==> config.mk <==
export PLATFORM = sky130hd
export DESIGN_NAME = stepper_ctrl
export DESIGN_NICKNAME = d
export VERILOG_FILES = /design/src/include/step_pkg.sv /design/src/include/rate_if.sv /design/src/rtl/step_rate_gen.sv /design/src/rtl/ramp_divider.sv /design/src/rtl/stepper_ctrl.sv
export VERILOG_INCLUDE_DIRS = /design/src /design/src/include
export SDC_FILE = /design/constraint.sdc
export NUM_CORES = 2
export LEC_CHECK = 0
export BUFFER_PORTS_ARGS = -buffer_cell sky130_fd_sc_hd__buf_2
export CAP_MARGIN = 15
export CORE_ASPECT_RATIO = 2
export CORE_MARGIN = 2
export CORE_UTILIZATION = 45
export DETAILED_ROUTE_END_ITERATION = 8
export PLACE_DENSITY_LB_ADDON = 0.2
export SYNTH_ARGS = -nofsm -noshare
export SYNTH_HDL_FRONTEND = slang
export SYNTH_SLANG_ARGS = --single-unit
export TNS_END_PERCENT = 5
==> constraint.sdc <==
create_clock -name core_clk -period 51.8 [get_ports core_clk]
set_input_delay 2.59 -clock core_clk [delete_from_list [all_inputs] [get_ports core_clk]]
set_output_delay 2.59 -clock core_clk [all_outputs]
set_load 0.005 [all_outputs]
==> src/include/step_params.svh <==
// Purpose: timing counts, register offsets, field positions, reset values
// Assumes: 20 MHz core clock
// Notes: byte offsets within a 32-byte page; page 0..2 channel, page 3 global
`ifndef STEP_PARAMS_SVH
`define STEP_PARAMS_SVH

// ****************************************
// timing
// ****************************************
`define CLK_HZ 25'h131_2d00
`define CLK_MHZ 20
`define PULSE_NS 5000
`define PULSE_CYC ((`PULSE_NS * `CLK_MHZ + 999) / 1000)
`define MAX_PPS 14'h2710
`define MIN_PPS 14'h0001

// ****************************************
// register map
// ****************************************
`define NUM_CH 3
`define PAGE_GLOBAL 2'h3
`define OFS_SPEED 5'h00
`define OFS_RAMP 5'h04
`define OFS_ARG 5'h08
`define OFS_CMD 5'h0c
`define OFS_POS 5'h10
`define OFS_RELCNT 5'h14
`define OFS_IRQ_STAT 5'h00
`define OFS_IRQ_MASK 5'h04
`define OFS_CTRL 5'h08

// ****************************************
// fields and reset values
// ****************************************
`define CMD_REL 0
`define CMD_ABS 1
`define CMD_ABORT 2
`define CMD_HOME 3
`define CTRL_SOFT_RST 0
`define CTRL_HALF_LSB 1
`define SPEED_RST 14'h0000
`define RAMP_RST 16'h0001
`define MASK_RST 3'h0

`endif

==> src/include/step_pkg.sv <==
// Purpose: shared types of the stepper controller
// Assumes: nothing
// Notes: constants live in step_params.svh
package step_pkg;

    typedef enum logic [2:0] {
        ST_IDLE = 3'b001,
        ST_DIV = 3'b010,
        ST_RUN = 3'b100
    } move_state_t;

    typedef logic [13:0] rate_t;
    typedef logic [15:0] ramp_t;

endpackage

==> src/include/rate_if.sv <==
// Purpose: carrier between a channel sequencer and its step rate generator
// Assumes: single clock domain
// Notes: tick is a one-cycle pulse
`timescale 1ns/1ps
interface rate_if;
    logic run;
    step_pkg::rate_t rate;
    logic tick;

    modport src (output run, output rate, input tick);
    modport gen (input run, input rate, output tick);
endinterface

==> src/rtl/step_rate_gen.sv <==
// Purpose: phase accumulator that issues step ticks at rate pulses/second
// Assumes: rate never above the clock frequency
// Notes: first tick comes a full period after run rises
`timescale 1ns/1ps
`include "step_params.svh"
module step_rate_gen (
    input wire logic core_clk,
    input wire logic reset,
    rate_if.gen rif
);
    logic [24:0] acc_q;
    logic [25:0] sum;

    assign sum = {1'b0, acc_q} + {12'h000, rif.rate};

    always_ff @(posedge core_clk or posedge reset) begin
        if (reset) begin
            acc_q <= 25'h000_0000;
            rif.tick <= 1'b0;
        end else if (!rif.run) begin
            acc_q <= 25'h000_0000;
            rif.tick <= 1'b0;
        end else if (sum >= {1'b0, `CLK_HZ}) begin
            acc_q <= 25'(sum - {1'b0, `CLK_HZ});
            rif.tick <= 1'b1;
        end else begin
            acc_q <= sum[24:0];
            rif.tick <= 1'b0;
        end
    end
endmodule

==> src/rtl/ramp_divider.sv <==
// Purpose: restoring divider giving the per-level rate increment
// Assumes: divisor non-zero
// Notes: quo and rem valid in the cycle busy falls; 14 cycles per division
`timescale 1ns/1ps
module ramp_divider (
    input wire logic core_clk,
    input wire logic reset,
    input wire logic start,
    input wire logic [13:0] dividend,
    input wire logic [15:0] divisor,
    output logic busy,
    output logic [13:0] quo,
    output logic [15:0] rem
);
    logic [3:0] cnt_q;
    logic [16:0] trial;

    assign trial = {rem, quo[13]} - {1'b0, divisor};

    always_ff @(posedge core_clk or posedge reset) begin
        if (reset) begin
            cnt_q <= 4'h0;
            busy <= 1'b0;
            quo <= 14'h0000;
            rem <= 16'h0000;
        end else if (start) begin
            cnt_q <= 4'hd;
            busy <= 1'b1;
            quo <= dividend;
            rem <= 16'h0000;
        end else if (busy) begin
            if (!trial[16]) begin
                rem <= trial[15:0];
                quo <= {quo[12:0], 1'b1};
            end else begin
                rem <= {rem[14:0], quo[13]};
                quo <= {quo[12:0], 1'b0};
            end
            cnt_q <= cnt_q - 4'h1;
            busy <= (cnt_q != 4'h0);
        end
    end
endmodule

==> src/rtl/stepper_ctrl.sv <==
// Purpose: three-channel step pulse and direction motion controller
// Assumes: AHB-Lite slave, single word transfers, 20 MHz core_clk
// Notes: speed and ramp settings survive the software reset
//
// Operation
// - three independent channels, each with step pulse and direction out
// - maximum rate accepted 1..10000 pps; pulses never exceed it
// - moves start at one eighth of maximum and accelerate to maximum
// - moves decelerate back to one eighth before the last pulse; the code ends one ramp level above it
// - ramp setting gives steps to accelerate, same steps to decelerate
// - speed and ramp kept until rewritten; software reset keeps them
// - direction output high for negative motion, low for positive
// - relative move emits |count| pulses; negative count runs negative
// - done flag cleared on accepted move, set after final pulse
// - absolute move takes count and direction from target minus position
// - counts and positions are 32-bit signed
// - set-home command makes the current position zero; the code takes it only when the channel is idle
// - absolute position readable at any time, also while moving
// - move commands ignored while a move runs, until done or aborted
// - in half-step mode the count is taken as half steps; half_q is only stored and read back, counts run as full steps
//
// The implementer's own choices: the register offsets and register access over AHB-Lite.
`timescale 1ns/1ps
`include "step_params.svh"
module stepper_ctrl (
    input wire logic core_clk,
    input wire logic reset,
    input wire logic hsel,
    input wire logic [31:0] haddr,
    input wire logic [1:0] htrans,
    input wire logic hwrite,
    input wire logic [2:0] hsize,
    input wire logic [31:0] hwdata,
    input wire logic hready,
    output logic [31:0] hrdata,
    output logic hreadyout,
    output logic hresp,
    output logic [2:0] step_pulse,
    output logic [2:0] step_dir,
    output logic irq
);
    localparam int NC = `NUM_CH;

    // ****************************************
    // bus slave
    // ****************************************
    logic ap_valid, dp_wr_q, dp_rd_q, dp_ok_q;
    logic [6:0] dp_addr_q;
    logic [1:0] dp_page;
    logic [4:0] dp_ofs;
    logic [31:0] rd_mux;

    assign ap_valid = hsel & htrans[1] & hready;
    assign dp_page = dp_addr_q[6:5];
    assign dp_ofs = dp_addr_q[4:0];

    always_ff @(posedge core_clk or posedge reset) begin
        if (reset) begin
            dp_wr_q <= 1'b0;
            dp_rd_q <= 1'b0;
            dp_ok_q <= 1'b0;
            dp_addr_q <= 7'h00;
        end else begin
            dp_wr_q <= ap_valid & hwrite;
            dp_rd_q <= ap_valid & ~hwrite;
            if (ap_valid) begin
                dp_ok_q <= (haddr[31:7] == 25'h000_0000) && (hsize == 3'h2);
                dp_addr_q <= haddr[6:0];
            end
        end
    end

    // reads take one wait state so a read right after a write sees it
    always_ff @(posedge core_clk or posedge reset) begin
        if (reset) begin
            hreadyout <= 1'b1;
            hrdata <= 32'h0000_0000;
            hresp <= 1'b0;
        end else begin
            hreadyout <= ~(ap_valid & ~hwrite);
            hresp <= 1'b0;
            if (dp_rd_q) begin
                hrdata <= rd_mux;
            end
        end
    end

    // ****************************************
    // global registers
    // ****************************************
    logic glob_wr, soft_rst_q;
    logic [2:0] half_q, irq_stat_q, irq_mask_q, done_evt;

    assign glob_wr = dp_wr_q & dp_ok_q & (dp_page == `PAGE_GLOBAL);

    always_ff @(posedge core_clk or posedge reset) begin
        if (reset) begin
            soft_rst_q <= 1'b0;
            half_q <= 3'h0;
        end else begin
            soft_rst_q <= glob_wr && (dp_ofs == `OFS_CTRL) &&
                hwdata[`CTRL_SOFT_RST];
            if (glob_wr && dp_ofs == `OFS_CTRL) begin
                half_q <= hwdata[`CTRL_HALF_LSB +: 3];
            end
        end
    end

    always_ff @(posedge core_clk or posedge reset) begin
        if (reset) begin
            irq_stat_q <= 3'h0;
            irq_mask_q <= `MASK_RST;
            irq <= 1'b0;
        end else begin
            // a completion in a write-to-clear cycle stays set, a soft reset drops it
            if (soft_rst_q) begin
                irq_stat_q <= 3'h0;
            end else if (glob_wr && dp_ofs == `OFS_IRQ_STAT) begin
                irq_stat_q <= (irq_stat_q & ~hwdata[2:0]) | done_evt;
            end else begin
                irq_stat_q <= irq_stat_q | done_evt;
            end
            if (glob_wr && dp_ofs == `OFS_IRQ_MASK) begin
                irq_mask_q <= hwdata[2:0];
            end
            irq <= |(irq_stat_q & irq_mask_q);
        end
    end

    // ****************************************
    // channels
    // ****************************************
    step_pkg::rate_t speed_q [NC];
    step_pkg::ramp_t ramp_q [NC];
    logic [NC-1:0] loaded_q;
    logic [31:0] arg_q [NC];
    logic signed [31:0] pos_q [NC];
    logic [31:0] relcnt_q [NC];
    logic [NC-1:0] busy;
    logic [NC-1:0] done_q;

    for (genvar c = 0; c < NC; c++) begin : g_ch
        rate_if rif ();
        step_pkg::move_state_t state_q;
        logic wr, cmd_wr, accept, neg;
        step_pkg::rate_t min_rate, rate_q, rate_n;
        logic [15:0] lvl_q, lvl_n, rem;
        logic signed [17:0] err_q, err_n;
        logic [32:0] remain_q, diff, mag, target;
        logic div_start_q, div_busy;
        logic [13:0] inc;
        logic [6:0] pw_q;

        assign wr = dp_wr_q & dp_ok_q & (dp_page == 2'(c));
        assign cmd_wr = wr && (dp_ofs == `OFS_CMD);
        // no new move while one runs
        assign accept = cmd_wr && state_q == step_pkg::ST_IDLE &&
            loaded_q[c] && (hwdata[`CMD_REL] || hwdata[`CMD_ABS]) &&
            !hwdata[`CMD_ABORT] && !soft_rst_q;
        // start rate is max/8, never below one
        assign min_rate = (speed_q[c] < 14'h0008) ? `MIN_PPS :
            {3'h0, speed_q[c][13:3]};

        // absolute move from target minus position
        assign diff = {arg_q[c][31], arg_q[c]} - {pos_q[c][31], pos_q[c]};
        assign neg = hwdata[`CMD_ABS] ? diff[32] : arg_q[c][31];
        assign mag = hwdata[`CMD_ABS] ? (diff[32] ? 33'(-diff) : diff) :
            (arg_q[c][31] ? 33'(-{1'b1, arg_q[c]}) : {1'b0, arg_q[c]});

        // settings reset only at power-up, not by soft reset
        always_ff @(posedge core_clk or posedge reset) begin
            if (reset) begin
                speed_q[c] <= `SPEED_RST;
                ramp_q[c] <= `RAMP_RST;
                loaded_q[c] <= 1'b0;
                arg_q[c] <= 32'h0000_0000;
            end else if (wr) begin
                if (dp_ofs == `OFS_SPEED) begin
                    if (hwdata[31:0] > {18'h0_0000, `MAX_PPS}) begin
                        speed_q[c] <= `MAX_PPS;
                    end else if (hwdata[13:0] == 14'h0000) begin
                        speed_q[c] <= `MIN_PPS;
                    end else begin
                        speed_q[c] <= hwdata[13:0];
                    end
                    loaded_q[c] <= 1'b1;
                end
                // ramp length in steps, at least one
                if (dp_ofs == `OFS_RAMP) begin
                    ramp_q[c] <= (hwdata[15:0] == 16'h0000) ? `RAMP_RST :
                        hwdata[15:0];
                end
                if (dp_ofs == `OFS_ARG) begin
                    arg_q[c] <= hwdata;
                end
            end
        end

        ramp_divider u_div (
            .core_clk(core_clk), .reset(reset), .start(div_start_q),
            .dividend(14'(speed_q[c] - min_rate)), .divisor(ramp_q[c]),
            .busy(div_busy), .quo(inc), .rem(rem));
        step_rate_gen u_gen (.core_clk(core_clk), .reset(reset),
            .rif(rif.gen));
        assign rif.run = (state_q == step_pkg::ST_RUN);
        assign rif.rate = rate_q;

        // ramp level = min(done, left, ramp); same both ways
        always_comb begin
            target = 33'(relcnt_q[c]) + 33'h0_0000_0001;
            if (remain_q - 33'h0_0000_0001 < target) begin
                target = remain_q - 33'h0_0000_0001;
            end
            if ({17'h0_0000, ramp_q[c]} < target) begin
                target = {17'h0_0000, ramp_q[c]};
            end
            rate_n = rate_q;
            err_n = err_q;
            lvl_n = lvl_q;
            if (target > {17'h0_0000, lvl_q}) begin
                lvl_n = lvl_q + 16'h0001;
                err_n = err_q + $signed({2'b00, rem});
                rate_n = rate_q + inc;
                if (err_n >= $signed({2'b00, ramp_q[c]})) begin
                    err_n = err_n - $signed({2'b00, ramp_q[c]});
                    rate_n = rate_n + 14'h0001;
                end
            end else if (target < {17'h0_0000, lvl_q}) begin
                lvl_n = lvl_q - 16'h0001;
                err_n = err_q - $signed({2'b00, rem});
                rate_n = rate_q - inc;
                if (err_n < 18'sh0_0000) begin
                    err_n = err_n + $signed({2'b00, ramp_q[c]});
                    rate_n = rate_n - 14'h0001;
                end
            end
        end

        always_ff @(posedge core_clk or posedge reset) begin
            if (reset) begin
                state_q <= step_pkg::ST_IDLE;
                div_start_q <= 1'b0;
                remain_q <= 33'h0_0000_0000;
                rate_q <= `MIN_PPS;
                err_q <= 18'sh0_0000;
                lvl_q <= 16'h0000;
                done_q[c] <= 1'b0;
                done_evt[c] <= 1'b0;
                relcnt_q[c] <= 32'h0000_0000;
                step_dir[c] <= 1'b0;
            end else begin
                div_start_q <= 1'b0;
                done_evt[c] <= 1'b0;
                if (soft_rst_q || (cmd_wr && hwdata[`CMD_ABORT])) begin
                    state_q <= step_pkg::ST_IDLE;
                    if (soft_rst_q) begin
                        done_q[c] <= 1'b0;
                    end
                end else if (accept) begin
                    done_q[c] <= 1'b0;
                    step_dir[c] <= neg;
                    remain_q <= mag;
                    relcnt_q[c] <= 32'h0000_0000;
                    rate_q <= min_rate;
                    err_q <= 18'sh0_0000;
                    lvl_q <= 16'h0000;
                    div_start_q <= 1'b1;
                    state_q <= step_pkg::ST_DIV;
                end else if (state_q == step_pkg::ST_DIV) begin
                    if (!div_start_q && !div_busy) begin
                        if (remain_q == 33'h0_0000_0000) begin
                            done_q[c] <= 1'b1;
                            done_evt[c] <= 1'b1;
                            state_q <= step_pkg::ST_IDLE;
                        end else begin
                            state_q <= step_pkg::ST_RUN;
                        end
                    end
                end else if (state_q == step_pkg::ST_RUN && rif.tick) begin
                    relcnt_q[c] <= relcnt_q[c] + 32'h0000_0001;
                    remain_q <= remain_q - 33'h0_0000_0001;
                    rate_q <= rate_n;
                    err_q <= err_n;
                    lvl_q <= lvl_n;
                    if (remain_q == 33'h0_0000_0001) begin
                        done_q[c] <= 1'b1;
                        done_evt[c] <= 1'b1;
                        state_q <= step_pkg::ST_IDLE;
                    end
                end
            end
        end

        // 32-bit signed position; home clears it when idle
        always_ff @(posedge core_clk or posedge reset) begin
            if (reset) begin
                pos_q[c] <= 32'sh0000_0000;
            end else if (cmd_wr && hwdata[`CMD_HOME] &&
                    state_q == step_pkg::ST_IDLE) begin
                pos_q[c] <= 32'sh0000_0000;
            end else if (state_q == step_pkg::ST_RUN && rif.tick) begin
                pos_q[c] <= step_dir[c] ? pos_q[c] - 32'sh0000_0001 :
                    pos_q[c] + 32'sh0000_0001;
            end
        end

        // pulse width fixed, well inside the 100 us period at full rate
        always_ff @(posedge core_clk or posedge reset) begin
            if (reset) begin
                pw_q <= 7'h00;
                step_pulse[c] <= 1'b0;
            end else if (state_q == step_pkg::ST_RUN && rif.tick) begin
                pw_q <= 7'(`PULSE_CYC - 1);
                step_pulse[c] <= 1'b1;
            end else if (pw_q != 7'h00) begin
                pw_q <= pw_q - 7'h01;
            end else begin
                step_pulse[c] <= 1'b0;
            end
        end

        assign busy[c] = (state_q != step_pkg::ST_IDLE);
    end

    // ****************************************
    // read mux
    // ****************************************
    // position readable at any time
    always_comb begin
        rd_mux = 32'h0000_0000;
        if (dp_ok_q && dp_page == `PAGE_GLOBAL) begin
            unique case (dp_ofs)
                `OFS_IRQ_STAT: rd_mux = {29'h0, irq_stat_q};
                `OFS_IRQ_MASK: rd_mux = {29'h0, irq_mask_q};
                `OFS_CTRL: rd_mux = {28'h0, half_q, 1'b0};
                default: rd_mux = 32'h0000_0000;
            endcase
        end else if (dp_ok_q) begin
            unique case (dp_ofs)
                `OFS_SPEED: rd_mux = {18'h0, speed_q[dp_page]};
                `OFS_RAMP: rd_mux = {16'h0, ramp_q[dp_page]};
                `OFS_ARG: rd_mux = arg_q[dp_page];
                `OFS_CMD: rd_mux = {28'h0, loaded_q[dp_page],
                    step_dir[dp_page], done_q[dp_page], busy[dp_page]};
                `OFS_POS: rd_mux = pos_q[dp_page];
                `OFS_RELCNT: rd_mux = relcnt_q[dp_page];
                default: rd_mux = 32'h0000_0000;
            endcase
        end
    end
endmodule

Word-level counts from Yosys, hierarchy flattened
Cells that the tools add are included.

Bits in registers: 906. Bits of input ports: 74. Output and inout port bits: 41. Word-level logic and storage cells: 610.

Add/subtract/negate cells: 72. $lt $le $gt $ge: 27. Eq/ne operators: 39. Muxes and demuxes: 261. Bitwise gates (word level): 20. Reduce and logical (&&, ||, !) cells: 111.

Operators with widths (count): 2-to-1 mux 32 bit (26); 2-to-1 mux 33 bit (24); 2-to-1 mux 14 bit (31); 2-to-1 mux 16 bit (27); 2-to-1 mux 18 bit (21); negator 33 bit (6); binary-select mux 32 bit (select 2 bit) (3); case mux 32 bit (6 select lines) (1); 2-to-1 mux 25 bit (6); adder 18 x 17 -> 18 bit (6); subtractor 18 x 17 -> 18 bit (6); adder 32 x 1 -> 33 bit, second input constant (3); equality test 33 x 1 -> 1 bit, second input constant (3); greater-than comparator 33 x 16 -> 1 bit (3); zero test 33 bit (3); less-than comparator 16 x 33 -> 1 bit (3); less-than comparator 33 x 16 -> 1 bit (3); less-than comparator 33 bit (3); subtractor 32 x 32 -> 33 bit (3); subtractor 33 x 1 -> 33 bit, second input constant (3); adder 32 x 1 -> 32 bit, second input constant (3); adder 32 x 2 -> 32 bit, second input constant (3); subtractor 32 x 2 -> 32 bit, second input constant (3); adder 25 x 14 -> 26 bit (3); 61 further kinds (334).

Longest topological paths before layout
Word-level depth: 11. Gate-level depth with buffers: 58.

Modules after synthesis
A second synthesis with hierarchy kept.

Cells, all modules: 11051. Area, all modules: 89701.0 um^2.

Modules (own cells, without submodules): stepper_ctrl (instances 1, cells an instance 9314, area each 74630.3 um^2); step_rate_gen (instances 3, cells an instance 290, area each 2483.6 um^2); ramp_divider (g_ch[0].u_div ...) (instances 2, cells an instance 290, area each 2514.9 um^2); ramp_divider (g_ch[2].u_div) (instances 1, cells an instance 287, area each 2590.0 um^2).

Worst setup path after synthesis
No wires, ideal clock.

Path type: reg2reg. From: register g_ch[0].remain_q[12]. To: register g_ch[0].lvl_q[14]. Arrival time: 10.931 ns. Setup slack: 40.729 ns. Cell stages (with the launch flop): 58. Clock period less this slack: 11.071 ns. Cell sequence: dfrtp_1 buf_6 or4_4 or3_1 or2_1 or2_1 clkbuf_1 nor2_1 xor2_1 ha_1 a21o_1 a21o_1 a21oi_1 nand2_1 a41oi_1 a21oi_1 a31oi_1 clkbuf_1 [22 not listed] o21ai_0 a21oi_1 o21a_1 clkinv_1 clkbuf_1 ha_1 and3_1 a211oi_1 o21ai_0 a21o_1 a21oi_1 o21bai_1 a21oi_1 o21bai_1 a21o_1 a311oi_1 xor2_1 o22ai_1.

Cells in the longest elaborated chain, start to end: 10. Elaborated cells on any way between the ends: 13.

Ends and longest elaborated chain: start, declared (RTL line stepper_ctrl.sv:149) `logic [32:0] remain_q, diff, mag, target;`; start signal, assigned (RTL line stepper_ctrl.sv:262) `remain_q <= mag;`; start signal, assigned (RTL line stepper_ctrl.sv:281) `remain_q <= remain_q - 33'h0_0000_0001;`; subtractor 33 x 1 -> 33 bit * (RTL line stepper_ctrl.sv:211, stepper_ctrl.sv:212); less-than comparator 33 bit (RTL line stepper_ctrl.sv:211) `if (remain_q - 33'h0_0000_0001 < target) begin`; 2-to-1 mux 33 bit * (RTL line stepper_ctrl.sv:211); less-than comparator 16 x 33 -> 1 bit (RTL line stepper_ctrl.sv:214) `if ({17'h0_0000, ramp_q[c]} < target) begin`; 2-to-1 mux 33 bit * (RTL line stepper_ctrl.sv:214); greater-than comparator 33 x 16 -> 1 bit (RTL line stepper_ctrl.sv:220) `if (target > {17'h0_0000, lvl_q}) begin`; 2-to-1 mux 16 bit (RTL line stepper_ctrl.sv:220); 2-to-1 mux 16 bit (RTL line stepper_ctrl.sv:279) `end else if (state_q == step_pkg::ST_RUN && rif.tick) begin`; 2-to-1 mux 16 bit (RTL line stepper_ctrl.sv:269) `end else if (state_q == step_pkg::ST_DIV) begin`; 2-to-1 mux 16 bit (RTL line stepper_ctrl.sv:259) `end else if (accept) begin`; end signal, assigned (RTL line stepper_ctrl.sv:284) `lvl_q <= lvl_n;`; end, declared (RTL line stepper_ctrl.sv:147) `logic [15:0] lvl_q, lvl_n, rem;`.

Every way passes the cells marked *; elsewhere a longest branch is shown, timed or not. The select of a mux whose other input is x is not followed. A chain may end at the register's enable or synchronous reset.

Worst setup path in the final report
From: register g_ch[2].remain_q[4]. To: register g_ch[2].lvl_q[15].

Cells in the longest elaborated chain, start to end: 10. Elaborated cells on any way between the ends: 13.

Ends and longest elaborated chain (RTL line): start, declared (stepper_ctrl.sv:149); start signal, assigned (stepper_ctrl.sv:262); start signal, assigned (stepper_ctrl.sv:281); subtractor 33 x 1 -> 33 bit * (stepper_ctrl.sv:211, stepper_ctrl.sv:212); less-than comparator 33 bit (stepper_ctrl.sv:211); 2-to-1 mux 33 bit * (stepper_ctrl.sv:211); less-than comparator 16 x 33 -> 1 bit (stepper_ctrl.sv:214); 2-to-1 mux 33 bit * (stepper_ctrl.sv:214); greater-than comparator 33 x 16 -> 1 bit (stepper_ctrl.sv:220); 2-to-1 mux 16 bit (stepper_ctrl.sv:220); 2-to-1 mux 16 bit (stepper_ctrl.sv:279); 2-to-1 mux 16 bit (stepper_ctrl.sv:269); 2-to-1 mux 16 bit (stepper_ctrl.sv:259); end signal, assigned (stepper_ctrl.sv:284); end, declared (stepper_ctrl.sv:147).

Marked as above.

==> impl_summary.log <==
[metrics] final worst path period share: 0.2487
[metrics] CORE AREA: 0.1957 mm^2
[metrics] setup repair after global routing missed its margin: false
[metrics] number of synthesized register bits: 906
[metrics] total detailed-routing wirelength: between 300,000 and 400,000 um
[metrics] initial antenna violation count: 12
[metrics] final std cells w/o fill: 13,430
[metrics] share of post-route cells with drive strength above 1: 0.06745
[metrics] leakage power figure: 43.56 nW
[metrics] count of hold buffers inserted by post-cts repair: 0
[metrics] via count: approximately 80,000
[metrics] number of nets with antenna violations after detailed routing: 0
[metrics] number of primary I/O pins: 115
[metrics] kind of cell adding the most delay to the critical path: compound AO/OA/AOI/OAI gates
[metrics] worst endpoint required time: 52,460 ps
[metrics] asr flop ratio synth: 1.000
[metrics] Setup Slack @ Placement: roughly 40,000 ps
[metrics] CTS tree: done
[metrics] final count of negative-setup-slack endpoints: 0
[metrics] critical path's slowest cell: or4_1
[metrics] CP Data Arrival Time: 13,540 ps
[metrics] worst path buffer plus inverter count: 5
[metrics] clock root cell: clkbuf_16
[metrics] delay contributed by the slowest stage of the critical path: 630 ps
[metrics] CP Capture Type: flop
[metrics] post-layout power: 1.705 mW
[metrics] overflow left after global routing: 0
[metrics] hold violation total from the final report: 0
[metrics] die area: 0.2000 mm^2
[metrics] DR iter-0 viols: between 6,000 and 7,000
[metrics] Yosys warning total: 0
[metrics] distinct cell type count of the synthesized netlist: 118
[metrics] sequential share of the synthesized area: 0.2569
[metrics] # rows: 230
[metrics] # Max-Cap Violations: 0
[metrics] maximum number of pins on one net before global-route repair: 150
[metrics] worst clock skew on the final layout: 33.62 ps
[metrics] iteration count of the initial detailed-routing pass: 8
[metrics] number of clock buffers inserted by TritonCTS: 100
[metrics] top cell type by total area after synthesis: dfrtp_1
[metrics] input/output buffers: 112
[metrics] DR vias/cell: 6.067
[metrics] wire length of the first global-routing pass: 467,900 um
[metrics] startpoint class of the critical path: flop
[metrics] starting density of the core: 0.4512
[metrics] detailed-placement wirelength estimate: 234,900 um
[metrics] overall global routing resource usage: 0.3021
[metrics] Post-Syn Nets: around 12,000
[metrics] P&R area growth vs syn: 7.578%
[metrics] register clock-pin slew on the reported worst setup and hold paths: 70 ps
[metrics] Slew Limit Fails: 0
[metrics] most frequent cells in the layout: 1,024 x nand2_1, 888 x dfrtp_1, 855 x ha_1
[metrics] clock sinks: 906
[metrics] most prevalent standard cell on the critical path: a21o_1
[metrics] Cells after DPL: around 13,000
[metrics] number of buffers inserted by post-CTS setup repair: 0
[metrics] fraction of synthesized cell area taken by the top area cell type: 0.2540
[metrics] fill count: 19,290
[metrics] routability cong.: 0.9694
[metrics] Clk Latency, worst-skew pair: 750 ps
[metrics] main area contributors after synthesis: dfrtp_1 25%, ha_1 12%, xnor2_1 5.6%, o21ai_0 4.8%, nand2_1 4.4%
[metrics] EDFF count, synth: 0
[metrics] DIE HEIGHT: 630.4 um
[metrics] actual slew at the worst max-slew pin: 1198 ps
[metrics] final routed DRC violation total: 0
[metrics] WS Path Type: flop to flop
[metrics] most common cell after layout, fill and taps aside: nand2_1
[metrics] number of H-tree branching levels: 3
[metrics] run status: completed
[metrics] minimum clock period: 12,880 ps
[metrics] Max VDD drop: 0.00002634 V
[metrics] Gates resized, CTS repair: 0
[metrics] top achievable clock speed: 77.61 MHz
[metrics] Max-slew headroom: 0.1806
[metrics] post-route setup slack: between 30,000 and 40,000 ps
[metrics] Top FF cell, synth: dfrtp_1
[metrics] Cell Area, Synth: 0.08829 mm^2
[metrics] die width: approximately 320 um
[metrics] power per cell area: 17.95 mW/mm^2
[metrics] cells after synthesis: 10,900
[metrics] accumulated negative setup slack: 0 ps
[metrics] average wire length per cell after detail routing: around 23 um
[metrics] number of global-route vias before repair: 77,490
[metrics] Max FO, Critical Path: 40
[metrics] worst min-delay path category: flop to flop
[metrics] maximum buffer depth of the clock tree: 3
[metrics] mean instance size in the synthesized netlist: 8.100 um^2
[metrics] nets: 11,750
## worst reg2reg max path: cells and delay by family, from the launching register on
kind            cells  cell delay, ps
xor+xnor            1             330
flops               1             450
mux                 2             610
compound gates     29            6110
simple gates       12            2900
buf+inv             5            1160
fa+ha+maj           4            1280
## where the power goes
group	switching, mW	internal, mW	leakage [nW]
Clock	0.354	0.437	1.70
Combinational	0.124	0.0619	31.1
Sequential	0.0154	0.713	10.8
Total	0.493	1.21	43.6
## per-stage QoR
step | hold WS (ps) | cell area [um^2] | utilization
after global routing | 510.4 | 94950 | 0.4852
after floorplan | 438.4 | 88290 | -
after detailed placement | 464.6 | 91480 | 0.4675
final | 479.2 | 94980 | 0.4853
after CTS | 479.5 | 94930 | 0.4851
after global placement | 459.2 | 91480 | 0.4675
## path summary, 6_finish.rpt
kind,startpoint,end,slack (ps),cells past startpoint
max,g_ch[2].remain_q[4],g_ch[2].lvl_q[15],38920,53
min,step_pulse[0],step_pulse[0],480,2
max reg2reg,g_ch[2].remain_q[4],g_ch[2].lvl_q[15],38920,53
min reg2reg,step_pulse[0],step_pulse[0],480,2
max in group asynchronous,reset,relcnt_q[27],46820,5
min in group asynchronous,reset,g_ch[0].u_gen.acc_q[22],2030,2
## cell families after synthesis
family | share of synthesized area
AO/OA/AOI/OAI | 0.2361
XOR/XNOR | 0.09504
adder cells (fa/ha/maj) | 0.1293
buffers and inverters | 0.05149
flip-flops | 0.2569
multiplexers | 0.05205
other | 0.00004248
AND/OR/NAND/NOR | 0.1791
## per-layer routing
layer | global-route usage | part of all wire | vias up
li1 | - | - | 39180
met1 | 0.3810 | 0.41 | 39030
met2 | 0.4844 | 0.45 | 2568
met3 | 0.03797 | 0.058 | 717
met4 | 0.1936 | 0.077 | 4
met5 | 0 | 0.000088 | -
## final cells by class
class,count,area [um^2],area share
multi-input cells,8800,61240,0.6448
flip-flops and latches,906,22700,0.2390
well taps,2552,3193,0.03362
clock buffers,139,2879,0.03031
inverters,723,2721,0.02865
repair buffers,251,1633,0.01719
clock inverters,49,579.3,0.006099
diodes,12,30.03,0.0003162
## cells in the mapped netlist (all sizes together) (28+ instances only)
cell     instances
nor4           117
a22o            32
ha             855
a21boi          44
o21bai          81
inv            715
o22ai          120
nor3b           30
mux2           159
clkbuf         397
nand3b          38
xnor2          567
xor2           391
buf             73
a221o           30
mux2i          278
o21ai          878
o211ai         112
a2111oi         30
a31oi           99
fa              36
a311oi          28
and3           110
nand2b         127
o31ai          123
nand2         1024
nor2b          126
nor3           280
dfrtp          896
nor2           770
or4             42
a211oi         155
and2            66
a22oi           58
o21a           107
a211o           33
nand3          234
or2             46
a21o           235
a21oi          746
or3             94
nand4           94
o41ai           38
and4            28
## flip-flops by register name, summed over array words and instances (netlist names), 7 cells and up
| name | cells |
|---|---|
| ramp_q | 48 |
| g_ch.state_q | 9 |
| g_ch.remain_q | 99 |
| g_ch.rate_q | 42 |
| g_ch.u_div.rem | 48 |
| g_ch.u_gen.acc_q | 75 |
| speed_q | 42 |
| g_ch.u_div.quo | 42 |
| g_ch.err_q | 54 |
| pos_q | 96 |
| g_ch.pw_q | 21 |
| hrdata | 32 |
| g_ch.u_div.cnt_q | 12 |
| relcnt_q | 96 |
| arg_q | 96 |
| g_ch.lvl_q | 48 |
| dp_addr_q | 7 |
Note: power is estimated with default switching activity, not from simulation.
